`src/rtl/arp_acl_pkg.sv`:
```
// Behaviour
// - ARP criteria apply only when the entry frame type selects ARP.
// - Opcode kind: any, ARP-only or RARP-only; frame opcode must be of that kind.
// - Opcode kind fourth setting matches only opcodes neither ARP nor RARP.
// - Direction: any, request (ARP/RARP request) or reply (ARP/RARP reply).
// - Sender address filter don't-care ignores the sender protocol address.
// - Sender host mode needs exact equality with the configured sender address.
// - Sender network mode compares only bits set in the sender mask.
// - Target address filter don't-care ignores the target protocol address.
// - Target host mode needs exact equality with the configured target address.
// - Target network mode compares only bits set in the target mask.
// - Sender hw check: 0 needs differs from source MAC, 1 equal, else don't-care.
// - Target hw check: 0 needs differs from source MAC, 1 equal, else don't-care.
// - Length check 1 needs hw length 0x06 and protocol length 0x04.
// - Hw space check 1 needs hardware type equal to Ethernet, 1.
// - Every three-way check has a don't-care setting that always passes.
// - All criteria passing is a hit; a hit on a deny entry drops the frame.
`default_nettype none
package arp_acl_pkg;
  // register byte offsets
  localparam logic [4:0] OFS_CTRL = 5'h00;
  localparam logic [4:0] OFS_SIP_ADDR = 5'h04;
  localparam logic [4:0] OFS_SENDER_PROTO_MASK_CFG = 5'h08;
  localparam logic [4:0] OFS_TIP_ADDR = 5'h0C;
  localparam logic [4:0] OFS_TIP_MASK = 5'h10;
  localparam logic [4:0] OFS_STATUS = 5'h14;
  localparam logic [4:0] OFS_HIT_CNT = 5'h18;
  // opcode and header field values
  localparam logic [15:0] OPC_ARP_REQ = 16'h0001;
  localparam logic [15:0] OPC_ARP_REPLY = 16'h0002;
  localparam logic [15:0] OPC_RARP_REQ = 16'h0003;
  localparam logic [15:0] OPC_RARP_REPLY = 16'h0004;
  localparam logic [7:0] HLN_ETHERNET = 8'h06;
  localparam logic [7:0] PLN_IPV4 = 8'h04;
  localparam logic [15:0] HRD_ETHERNET = 16'h0001;
  localparam logic [15:0] PRO_IP = 16'h0800;
  // setting encodings
  localparam logic [1:0] TRI_ZERO = 2'h0;
  localparam logic [1:0] TRI_ONE = 2'h1;
  localparam logic [1:0] TRI_ANY = 2'h2;
  localparam logic [1:0] KIND_ANY = 2'h0;
  localparam logic [1:0] KIND_ARP = 2'h1;
  localparam logic [1:0] KIND_RARP = 2'h2;
  localparam logic [1:0] KIND_OTHER = 2'h3;
  localparam logic [1:0] DIR_ANY = 2'h0;
  localparam logic [1:0] DIR_REQ = 2'h1;
  localparam logic [1:0] DIR_REPLY = 2'h2;
  localparam logic [1:0] ADDR_ANY = 2'h0;
  localparam logic [1:0] ADDR_HOST = 2'h1;
  localparam logic [1:0] ADDR_NET = 2'h2;

  // entry configuration, laid out as the control word
  typedef struct packed {
    logic [11:0] spare;
    logic [1:0] pro_chk;
    logic [1:0] hrd_chk;
    logic [1:0] len_chk;
    logic [1:0] tha_chk;
    logic [1:0] sha_chk;
    logic [1:0] tip_mode;
    logic [1:0] sip_mode;
    logic [1:0] dir_sel;
    logic [1:0] kind_sel;
    logic deny;
    logic type_is_arp;
  } entry_cfg_t;
  localparam entry_cfg_t CTRL_RESET = '{spare: 12'h000, pro_chk: TRI_ANY, hrd_chk: TRI_ANY,
    len_chk: TRI_ANY, tha_chk: TRI_ANY, sha_chk: TRI_ANY, tip_mode: ADDR_ANY, sip_mode: ADDR_ANY,
    dir_sel: DIR_ANY, kind_sel: KIND_ANY, deny: 1'b0, type_is_arp: 1'b0};

  // parsed fields from the ingress parser
  typedef struct packed {
    logic valid;
    logic [47:0] frame_source_mac;
    logic [15:0] hw_addr_space_field;
    logic [15:0] proto_addr_space_field;
    logic [7:0] hw_addr_len_field;
    logic [7:0] proto_addr_len_field;
    logic [15:0] arp_opcode_field;
    logic [47:0] sender_hw_addr;
    logic [31:0] sender_proto_addr;
    logic [47:0] target_hw_addr;
    logic [31:0] target_proto_addr;
  } arp_fields_t;
endpackage
`default_nettype wire

```
`src/rtl/arp_acl_field_matcher.sv`:
```
`default_nettype none
module arp_acl_field_matcher
  import arp_acl_pkg::*;
#(
  parameter int CNT_W = 32
)
(
  input wire logic core_clk,
  input wire logic rst,
  // avalon-mm slave
  input wire logic [4:0] avs_address,
  input wire logic avs_read,
  input wire logic avs_write,
  input wire logic [31:0] avs_writedata,
  input wire logic [3:0] avs_byteenable,
  output logic [31:0] avs_readdata,
  output logic avs_waitrequest,
  // parsed frame and result
  input wire arp_fields_t fields,
  output logic arp_match,
  output logic entry_hit,
  output logic frame_drop
);

  // counter must fit in the data word and be able to count
  if (CNT_W < 1 || CNT_W > 32)
  begin : g_cnt_check
    $error("CNT_W must be 1 to 32");
  end

  entry_cfg_t ctrl_r;
  logic [31:0] sip_addr_r;
  logic [31:0] sender_proto_mask_cfg_r;
  logic [31:0] tip_addr_r;
  logic [31:0] tip_mask_r;
  logic [CNT_W-1:0] hit_cnt_r;
  logic last_hit_r;
  logic last_drop_r;
  logic ack_r;
  logic wr_take;

  // merge write data into a register under byte enables
  function automatic logic [31:0] be_merge(input logic [31:0] old, input logic [31:0] wd,
                                           input logic [3:0] be);
    logic [31:0] res;
    res = old;
    for (int i = 0; i < 4; i++)
    begin
      if (be[i])
      begin
        res[i*8 +: 8] = wd[i*8 +: 8];
      end
    end
    return res;
  endfunction

  // host or masked network compare of a protocol address
  function automatic logic addr_pass(input logic [1:0] mode, input logic [31:0] frame_addr,
                                     input logic [31:0] cfg_addr, input logic [31:0] cfg_mask);
    logic res;
    res = 1'b1;
    case (mode)
      ADDR_HOST: res = (frame_addr == cfg_addr);
      ADDR_NET: res = ((frame_addr ^ cfg_addr) & cfg_mask) == 32'h0000_0000;
      default: res = 1'b1;
    endcase
    return res;
  endfunction

  // three-way check: 0 needs unequal, 1 needs equal, rest is don't-care
  function automatic logic tri_pass(input logic [1:0] sel, input logic equal);
    logic res;
    res = 1'b1;
    case (sel)
      TRI_ZERO: res = !equal;
      TRI_ONE: res = equal;
      default: res = 1'b1;
    endcase
    return res;
  endfunction

  // one wait cycle per access; slave answers on the second edge
  always_ff @(posedge core_clk or posedge rst)
  begin
    if (rst)
    begin
      ack_r <= 1'b0;
    end
    else
    begin
      ack_r <= (avs_read || avs_write) && !ack_r;
    end
  end

  assign avs_waitrequest = (avs_read || avs_write) && !ack_r;
  assign wr_take = avs_write && ack_r;

  // configuration registers; software writes steer the match logic
  always_ff @(posedge core_clk or posedge rst)
  begin
    if (rst)
    begin
      ctrl_r <= CTRL_RESET;
      sip_addr_r <= 32'h0000_0000;
      sender_proto_mask_cfg_r <= 32'h0000_0000;
      tip_addr_r <= 32'h0000_0000;
      tip_mask_r <= 32'h0000_0000;
    end
    else if (wr_take)
    begin
      case (avs_address)
        OFS_CTRL: ctrl_r <= be_merge(ctrl_r, avs_writedata, avs_byteenable);
        OFS_SIP_ADDR: sip_addr_r <= be_merge(sip_addr_r, avs_writedata, avs_byteenable);
        OFS_SENDER_PROTO_MASK_CFG: sender_proto_mask_cfg_r <= be_merge(sender_proto_mask_cfg_r, avs_writedata, avs_byteenable);
        OFS_TIP_ADDR: tip_addr_r <= be_merge(tip_addr_r, avs_writedata, avs_byteenable);
        OFS_TIP_MASK: tip_mask_r <= be_merge(tip_mask_r, avs_writedata, avs_byteenable);
        default: ;
      endcase
    end
  end

  // opcode classification
  logic is_arp_op;
  logic is_rarp_op;
  logic is_req_op;
  logic is_reply_op;
  assign is_arp_op = fields.arp_opcode_field == OPC_ARP_REQ || fields.arp_opcode_field == OPC_ARP_REPLY;
  assign is_rarp_op = fields.arp_opcode_field == OPC_RARP_REQ || fields.arp_opcode_field == OPC_RARP_REPLY;
  assign is_req_op = fields.arp_opcode_field == OPC_ARP_REQ || fields.arp_opcode_field == OPC_RARP_REQ;
  assign is_reply_op = fields.arp_opcode_field == OPC_ARP_REPLY || fields.arp_opcode_field == OPC_RARP_REPLY;

  // per-criterion results
  logic kind_ok;
  logic dir_ok;
  logic sip_ok;
  logic tip_ok;
  logic sha_ok;
  logic tha_ok;
  logic len_ok;
  logic hrd_ok;
  logic pro_ok;
  logic all_ok;

  // opcode kind selector
  always_comb
  begin
    case (ctrl_r.kind_sel)
      KIND_ARP: kind_ok = is_arp_op;
      KIND_RARP: kind_ok = is_rarp_op;
      KIND_OTHER: kind_ok = !is_arp_op && !is_rarp_op;
      default: kind_ok = 1'b1;
    endcase
  end

  // direction selector; the unused code behaves as don't-care
  always_comb
  begin
    case (ctrl_r.dir_sel)
      DIR_REQ: dir_ok = is_req_op;
      DIR_REPLY: dir_ok = is_reply_op;
      default: dir_ok = 1'b1;
    endcase
  end

  // protocol address filters, mode any passes through the default arm
  assign sip_ok = addr_pass(ctrl_r.sip_mode, fields.sender_proto_addr, sip_addr_r, sender_proto_mask_cfg_r);
  assign tip_ok = addr_pass(ctrl_r.tip_mode, fields.target_proto_addr, tip_addr_r, tip_mask_r);

  // hardware address consistency with the source mac
  assign sha_ok = tri_pass(ctrl_r.sha_chk, fields.sender_hw_addr == fields.frame_source_mac);
  assign tha_ok = tri_pass(ctrl_r.tha_chk, fields.target_hw_addr == fields.frame_source_mac);

  // length and address space checks
  assign len_ok = tri_pass(ctrl_r.len_chk, fields.hw_addr_len_field == HLN_ETHERNET
                           && fields.proto_addr_len_field == PLN_IPV4);
  assign hrd_ok = tri_pass(ctrl_r.hrd_chk, fields.hw_addr_space_field == HRD_ETHERNET);
  assign pro_ok = tri_pass(ctrl_r.pro_chk, fields.proto_addr_space_field == PRO_IP);

  // combinational result so the action logic sees it with the fields
  assign all_ok = kind_ok && dir_ok && sip_ok && tip_ok && sha_ok && tha_ok && len_ok && hrd_ok && pro_ok;
  assign arp_match = !ctrl_r.type_is_arp || all_ok;
  assign entry_hit = fields.valid && arp_match;
  assign frame_drop = entry_hit && ctrl_r.deny;

  // hit counter saturates rather than wrapping; any write to it clears
  always_ff @(posedge core_clk or posedge rst)
  begin
    if (rst)
    begin
      hit_cnt_r <= '0;
    end
    else if (wr_take && avs_address == OFS_HIT_CNT)
    begin
      hit_cnt_r <= '0;
    end
    else if (entry_hit && !(&hit_cnt_r))
    begin
      hit_cnt_r <= hit_cnt_r + 1'b1;
    end
  end

  // last verdict, held until the next valid frame
  always_ff @(posedge core_clk or posedge rst)
  begin
    if (rst)
    begin
      last_hit_r <= 1'b0;
      last_drop_r <= 1'b0;
    end
    else if (fields.valid)
    begin
      last_hit_r <= entry_hit;
      last_drop_r <= frame_drop;
    end
  end

  // read data captured on the first cycle; unmapped reads as zero
  always_ff @(posedge core_clk or posedge rst)
  begin
    if (rst)
    begin
      avs_readdata <= 32'h0000_0000;
    end
    else if (avs_read && !ack_r)
    begin
      case (avs_address)
        OFS_CTRL: avs_readdata <= ctrl_r;
        OFS_SIP_ADDR: avs_readdata <= sip_addr_r;
        OFS_SENDER_PROTO_MASK_CFG: avs_readdata <= sender_proto_mask_cfg_r;
        OFS_TIP_ADDR: avs_readdata <= tip_addr_r;
        OFS_TIP_MASK: avs_readdata <= tip_mask_r;
        OFS_STATUS: avs_readdata <= {30'h0000_0000, last_drop_r, last_hit_r};
        OFS_HIT_CNT: avs_readdata <= 32'(hit_cnt_r);
        default: avs_readdata <= 32'h0000_0000;
      endcase
    end
  end

  // checks next to the logic
  a_drop_needs_deny: assert property (@(posedge core_clk) disable iff (rst)
    frame_drop |-> entry_hit && ctrl_r.deny && fields.valid)
    else $error("drop without a hit on a deny entry");

  a_non_arp_passes: assert property (@(posedge core_clk) disable iff (rst)
    fields.valid && !ctrl_r.type_is_arp |-> entry_hit)
    else $error("non-ARP entry blocked by ARP criteria");

  a_host_sip_exact: assert property (@(posedge core_clk) disable iff (rst)
    ctrl_r.type_is_arp && ctrl_r.sip_mode == ADDR_HOST && fields.sender_proto_addr != sip_addr_r |-> !arp_match)
    else $error("sender host mismatch still matched");

  a_net_tip_masked: assert property (@(posedge core_clk) disable iff (rst)
    ctrl_r.type_is_arp && ctrl_r.tip_mode == ADDR_NET
    && ((fields.target_proto_addr ^ tip_addr_r) & tip_mask_r) != 32'h0000_0000 |-> !arp_match)
    else $error("target network mismatch still matched");

  a_other_kind_only: assert property (@(posedge core_clk) disable iff (rst)
    ctrl_r.type_is_arp && ctrl_r.kind_sel == KIND_OTHER && (is_arp_op || is_rarp_op) |-> !arp_match)
    else $error("known opcode matched the other setting");

  a_reply_dir_only: assert property (@(posedge core_clk) disable iff (rst)
    ctrl_r.type_is_arp && ctrl_r.dir_sel == DIR_REPLY && is_req_op |-> !arp_match)
    else $error("request matched a reply entry");

  a_len_one_exact: assert property (@(posedge core_clk) disable iff (rst)
    ctrl_r.type_is_arp && ctrl_r.len_chk == TRI_ONE && fields.hw_addr_len_field != HLN_ETHERNET |-> !arp_match)
    else $error("bad hardware length matched");

  a_hrd_zero_unequal: assert property (@(posedge core_clk) disable iff (rst)
    ctrl_r.type_is_arp && ctrl_r.hrd_chk == TRI_ZERO && fields.hw_addr_space_field == HRD_ETHERNET |-> !arp_match)
    else $error("ethernet hardware type matched setting zero");

  a_sha_one_equal: assert property (@(posedge core_clk) disable iff (rst)
    ctrl_r.type_is_arp && ctrl_r.sha_chk == TRI_ONE && fields.sender_hw_addr != fields.frame_source_mac
    |-> !arp_match)
    else $error("sender hw differs yet matched");

  a_hit_counts_up: assert property (@(posedge core_clk) disable iff (rst)
    entry_hit && !(&hit_cnt_r) && !wr_take |=> hit_cnt_r == $past(hit_cnt_r) + 1'b1)
    else $error("hit not counted");

  a_bus_one_wait: assert property (@(posedge core_clk) disable iff (rst)
    (avs_read || avs_write) && avs_waitrequest |=> !avs_waitrequest)
    else $error("waitrequest held over one cycle");

endmodule // arp_acl_field_matcher
`default_nettype wire

```
`config.mk`:
```
export PLATFORM = sky130hd
export DESIGN_NAME = arp_acl_field_matcher
export DESIGN_NICKNAME = d
export VERILOG_FILES = /design/src/rtl/arp_acl_pkg.sv /design/src/rtl/arp_acl_field_matcher.sv
export SDC_FILE = /design/constraint.sdc
export NUM_CORES = 1
export LEC_CHECK = 0
export BUFFER_PORTS_ARGS = -buffer_cell sky130_fd_sc_hd__buf_2
export CORE_UTILIZATION = 51
export CTS_CLUSTER_SIZE = 16
export DETAILED_ROUTE_END_ITERATION = 7
export PLACE_DENSITY = 0.79
export SYNTH_ARGS = -nofsm -noshare
export SYNTH_HDL_FRONTEND = slang
export SYNTH_SLANG_ARGS = --single-unit
```
`constraint.sdc`:
```
create_clock -name core_clk -period 17.59 [get_ports core_clk]
set_input_delay 0.8795 -clock core_clk [delete_from_list [all_inputs] [get_ports core_clk]]
set_output_delay 0.8795 -clock core_clk [all_outputs]
set_load 0.1 [all_outputs]
```
Word-level counts from Yosys, hierarchy flattened
Index checks and enable logic that the tools add are counted.
{"block": "classes", "addsub": 1, "n_eq_ne": 32, "n_mux": 12, "bitwise": 4, "n_reduce_logical": 63}
{"cell": "32-bit one-hot mux with 7 select lines", "count": 1}
{"cell": "48-bit == test", "count": 2}
{"cell": "32-bit AND", "count": 2}
{"cell": "32-bit == test", "count": 2}
{"cell": "32-bit zero test", "count": 2}
{"cell": "32-bit two-way mux", "count": 2}
{"cell": "32-bit bitwise XOR", "count": 2}
{"cell": "3-bit AND reduction", "count": 20}
{"cell": "32-bit by 1-bit adder with 32-bit output, second input constant", "count": 1}
{"cell": "16-bit by 1-bit == test with 1-bit output, second input constant", "count": 2}
{"cell": "16-bit by 2-bit == test with 1-bit output, second input constant", "count": 2}
{"cell": "32-bit AND reduction", "count": 1}
{"cell": "2-bit by 1-bit == test with 1-bit output, second input constant", "count": 9}
{"cell": "1-bit logical AND", "count": 17}
{"cell": "16-bit by 12-bit == test with 1-bit output, second input constant", "count": 1}
{"cell": "16-bit by 3-bit == test with 1-bit output, second input constant", "count": 1}
{"cell": "8-bit by 3-bit == test with 1-bit output, second input constant", "count": 2}
{"cell": "1-bit one-hot mux with 2 select lines", "count": 8}
{"cell": "5-bit == test, second input constant", "count": 3}
{"cell": "2-bit == test, second input constant", "count": 5}
{"cell": "5-bit by 4-bit == test with 1-bit output, second input constant", "count": 2}
{"cell": "1-bit zero test", "count": 10}
{"cell": "2-bit zero test", "count": 5}
{"cell": "1-bit logical OR", "count": 6}
{"cell": "other kinds (4)", "count": 4}
{"block": "totals", "regBits": 227, "in_bits": 318, "out_inout_bits": 36, "wordCells": 146}

Depth between registers and ports, before layout
{"block": "logic_depth", "ltp_word": 18, "mapped_depth": 13}

Worst setup path before layout
OpenSTA, ideal clock, no wires.
{"block": "synth_timing", "kind": "input to output", "startpoint": "input fields[209] (netlist bit)", "endpoint": "output frame_drop", "arrival_ns": 4.082, "slack_ns": 12.629, "cell_stages": 9, "n_path_buf": 1, "path_cell_list": "nor4b_1 -> nand4_1 -> xor2_1 -> o22ai_1 -> or3_1 -> o41a_1 -> buf_2 -> inv_1 -> and3_1"}
{"block": "synth_via", "elab_chain_cells": 8}
{"item": "from (decl)", "line": "arp_acl_field_matcher.sv:19", "text": "input wire arp_fields_t fields,"}
{"item": "16-bit by 1-bit == test with 1-bit output (*)", "line": "arp_acl_field_matcher.sv:176", "text": "assign hrd_ok = tri_pass(ctrl_r.hrd_chk, fields.hw_addr_space_field == HRD_ETHERNET);"}
{"item": "1-bit zero test", "line": "arp_acl_field_matcher.sv:75", "text": "TRI_ZERO: res = !equal;"}
{"item": "1-bit one-hot mux with 2 select lines (*)", "line": "arp_acl_field_matcher.sv:74", "text": "case (sel)"}
{"item": "1-bit logical AND (*) (2 in a row)", "line": "arp_acl_field_matcher.sv:180", "text": "assign all_ok = kind_ok && dir_ok && sip_ok && tip_ok && sha_ok && tha_ok && len_ok && hrd_ok && pro_ok;"}
{"item": "1-bit logical OR (*)", "line": "arp_acl_field_matcher.sv:181", "text": "assign arp_match = !ctrl_r.type_is_arp || all_ok;"}
{"item": "named net arp_match", "line": "arp_acl_field_matcher.sv:20", "text": "output logic arp_match,"}
{"item": "1-bit logical AND (*)", "line": "arp_acl_field_matcher.sv:182", "text": "assign entry_hit = fields.valid && arp_match;"}
{"item": "1-bit logical AND (*)", "line": "arp_acl_field_matcher.sv:183", "text": "assign frame_drop = entry_hit && ctrl_r.deny;"}
{"item": "to (decl)", "line": "arp_acl_field_matcher.sv:22", "text": "output logic frame_drop"}
The timed path passes the listed nets; every way through them passes the cells marked *.

Worst setup path in the final report
{"block": "layout_timing", "startpoint": "input fields[269] (netlist bit)", "endpoint": "output frame_drop"}
{"block": "layout_via", "elab_chain_cells": 11, "word_cells_on_any_way": 14, "cone_classes": "2 x eq/ne; 2 x mux; 10 x reduce/logical"}
{"item": "48-bit == test", "line": "arp_acl_field_matcher.sv:170", "text": "assign sha_ok = tri_pass(ctrl_r.sha_chk, fields.sender_hw_addr == fields.frame_source_mac);"}
{"item": "1-bit zero test", "line": "arp_acl_field_matcher.sv:75"}
{"item": "1-bit one-hot mux with 2 select lines", "line": "arp_acl_field_matcher.sv:74"}
{"item": "1-bit logical AND", "line": "arp_acl_field_matcher.sv:180"}
{"item": "1-bit logical AND (*) (4 in a row)", "line": "arp_acl_field_matcher.sv:180"}
{"item": "1-bit logical OR (*)", "line": "arp_acl_field_matcher.sv:181"}
{"item": "1-bit logical AND (*)", "line": "arp_acl_field_matcher.sv:182"}
{"item": "1-bit logical AND (*)", "line": "arp_acl_field_matcher.sv:183"}
Every way passes the cells marked *; elsewhere a longest branch is shown, timed or not.

==> impl_metrics.json <==
{
  "outcome": "completed",
  "slew_viol_final": 0,
  "drc": 0,
  "finalClockSkew_ns": 0.0213,
  "maxCapViolCount": 0,
  "cts.sinks": 227,
  "cts_root_buffer": "clkbuf_16",
  "seqCellArea_um2": 5690,
  "finalCritPeriodShare_pct": 28.8,
  "synthArstFlopShare_pct": 100,
  "fin_setup_tns_ns": 0,
  "cts_tree": "done",
  "antenna_found_initial": 3,
  "core_region_area_um2": 24400,
  "setup_viol": 0,
  "synth_nets": 1473,
  "cp-start-kind": "input port",
  "power_density_nw_per_um2": 85.7,
  "worstRegToRegCells": 10,
  "initial_utilization_pct": 52.0,
  "drt-total-wl_um": 45700,
  "critPathRequiredTime_ns": 16.71,
  "multi_input_area_um2": 6770,
  "grt_usage_pct": 35.8,
  "drive_gt1_share_pct": 37.9,
  "cts_buffer_depth": 3,
  "r2r_slack_ns": 14.34,
  "clk_pin_slew_ns": 0.06,
  "cp_max_fo": 53,
  "synthCells": 1148,
  "cts_max_level": 1,
  "ant_nets": 0,
  "ios": 354,
  "yosysTopAreaCellShare_pct": 43.8,
  "clk_latency_ns": 0.53,
  "portBuffers": 353,
  "grt_max_degree": 152,
  "cp.arrival_ns": 4.18,
  "syn_avg_cell_area_um2": 11.1,
  "num_vias": 11439,
  "tightestPinTransition_ns": 1.10,
  "rows": 57,
  "hold_slack_ns": 0.498,
  "synth_edf_count": 0,
  "fmax_ghz": 0.198,
  "fillCellCount": 2033,
  "slew_headroom_pct": 26.5,
  "ys.flop_type": "dfrtp_1",
  "syn2layout_area_growth_pct": 22.3,
  "holdCritPathClass": "register to register",
  "synth_cell_type_count": 44,
  "yosysTopAreaCell": "dfrtp_1",
  "grt_pass1_vias": 11544,
  "synthTopCellsByArea": "dfrtp_1 (44%), mux2_2 (14%), xor2_1 (11%)",
  "syn-cell-area_um2": 12700,
  "hpwl_um": 35200,
  "rsz0062_at_grt": "no",
  "avgRoutedWirePerCell_um": 25.0,
  "grt_overflow_total": 0,
  "ys.warnings.count": 0,
  "worst-setup-path-type": "input port to output port",
  "cp-end-kind": "output port",
  "vias_per_cell": 6.26,
  "dr.pass1.iters": 7,
  "gp_congestion": 0.985,
  "die_y_um": 160,
  "grt_pass1_wl_um": 68600,
  "power_leakage_nw": 7.68,
  "dieArea_um2": 25500,
  "die_w_um": 160,
  "peakVddDrop_mv": 0.0575,
  "synth_seq_cells": 227,
  "cts_hold_repair.buffers": 0,
  "numCtsBuffers": 25,
  "ctsResizeCount": 0,
  "nNetsFinal": 1806,
  "cts_setup_buffers": 0,
  "drt_iter0_drc": 1376,
  "ys_seq_area_share_pct": 44.8,
  "hold_viol_final": 0,
  "post-route-min-period_ns": 5.06,
  "hold_depth": 1
}
[power by group]
group	internal [mW]	switching, mW
clock network	0.291	0.215
registers	0.560	0.0434
logic	0.0923	0.130
[cells by family after synthesis]
| kind of cell | share of synthesized area [%] |
|---|---|
| DFF | 44.8 |
| AOI/OAI and AO/OA | 12.2 |
| xor gates and xnor gates | 11.6 |
| muxes | 16.8 |
| and+or+nand+nor | 11.9 |
| buffers and inverters | 2.11 |
| adders and majority gates | 0.690 |
[cell type report]
cell class              instances  share of cell area [%]
repair buffers                361                    11.8
clock buffers                  39                    4.56
clock inverters                 7                   0.443
multi-input cells             852                    43.6
well taps                     324                    2.61
flip-flops and latches        227                    36.6
diodes                          2                  0.0322
inverters                      14                   0.387
[flip-flops by register name, indices dropped and copies added, names as in the netlist]
name and count:
avs_readdata 32, ctrl_r 32, hit_cnt_r 32, sender_proto_mask_cfg_r 32, sip_addr_r 32, tip_addr_r 32, tip_mask_r 32, ack_r 1
last_drop_r 1, last_hit_r 1
[worst max-delay path: stages]
cell     delay, ns
buf_2         0.12
xor2_1        0.18
nor4_1        0.63
nand4_1       0.28
nor3_1        0.30
xnor2_1       0.14
o22ai_1       0.14
o41a_1        0.38
buf_4         0.30
inv_1         0.19
and3_1        0.19
buf_2         0.43
[per-layer routing]
metal	vias up	track usage (%)	share of wire (%)
met5	-	0	0
met4	0	17.5	5.1
met3	125	8.44	11
met2	709	58.7	48
met1	5582	44.6	37
li1	5023	-	-
[worst paths after layout]
kind	to	startpoint
max	frame_drop	fields[269]
min	avs_readdata[3]	avs_readdata[3]
max reg2reg	hit_cnt_r[7]	sip_addr_r[25]
min reg2reg	avs_readdata[3]	avs_readdata[3]
max in group asynchronous	ctrl_r[2]	rst
min in group asynchronous	hit_cnt_r[23]	rst
[per-stage QoR]
stage | util [%] | area, um^2 | setup WS, ns | power, mW | instances
5_1_grt | 63.7 | 15500 | 12.47 | 1.37 | 1825
6_report | 63.7 | 15500 | 12.53 | 1.33 | 1826
3_3_place_gp | 60.5 | 14700 | 12.51 | 0.821 | 1778
4_1_cts | 63.7 | 15500 | 12.50 | 1.33 | 1824
3_5_place_dp | 60.5 | 14700 | 12.53 | 0.828 | 1778
2_1_floorplan | - | 12700 | 10.50 | 0.717 | 1148
[synth_stat cells (all sizes together) (25+ instances only)]
cell type and n:
mux2 160, dfrtp 222, a222oi 41, nor4 48, a22o 42, clkbuf 44
nor2 45, nand2 49, xor2 165, nand3 25, mux2i 33, a21oi 45
[layout by cell type, fill, tap and decap left out, types with 24 or more instances in the layout]
master | Yosys | routed
buf_2 | 6 | 353
dfrtp_1 | 222 | 222
xor2_1 | 165 | 165
mux2_2 | 160 | 160
nand2_1 | 49 | 49
nor4_1 | 48 | 47
a21oi_1 | 45 | 45
nor2_1 | 45 | 44
a22o_1 | 42 | 42
a222oi_1 | 41 | 41
mux2i_1 | 33 | 33
nand3_1 | 25 | 25
clkbuf_16 | 0 | 25
nand4_1 | 24 | 24
(Power assumes the default switching activity.)
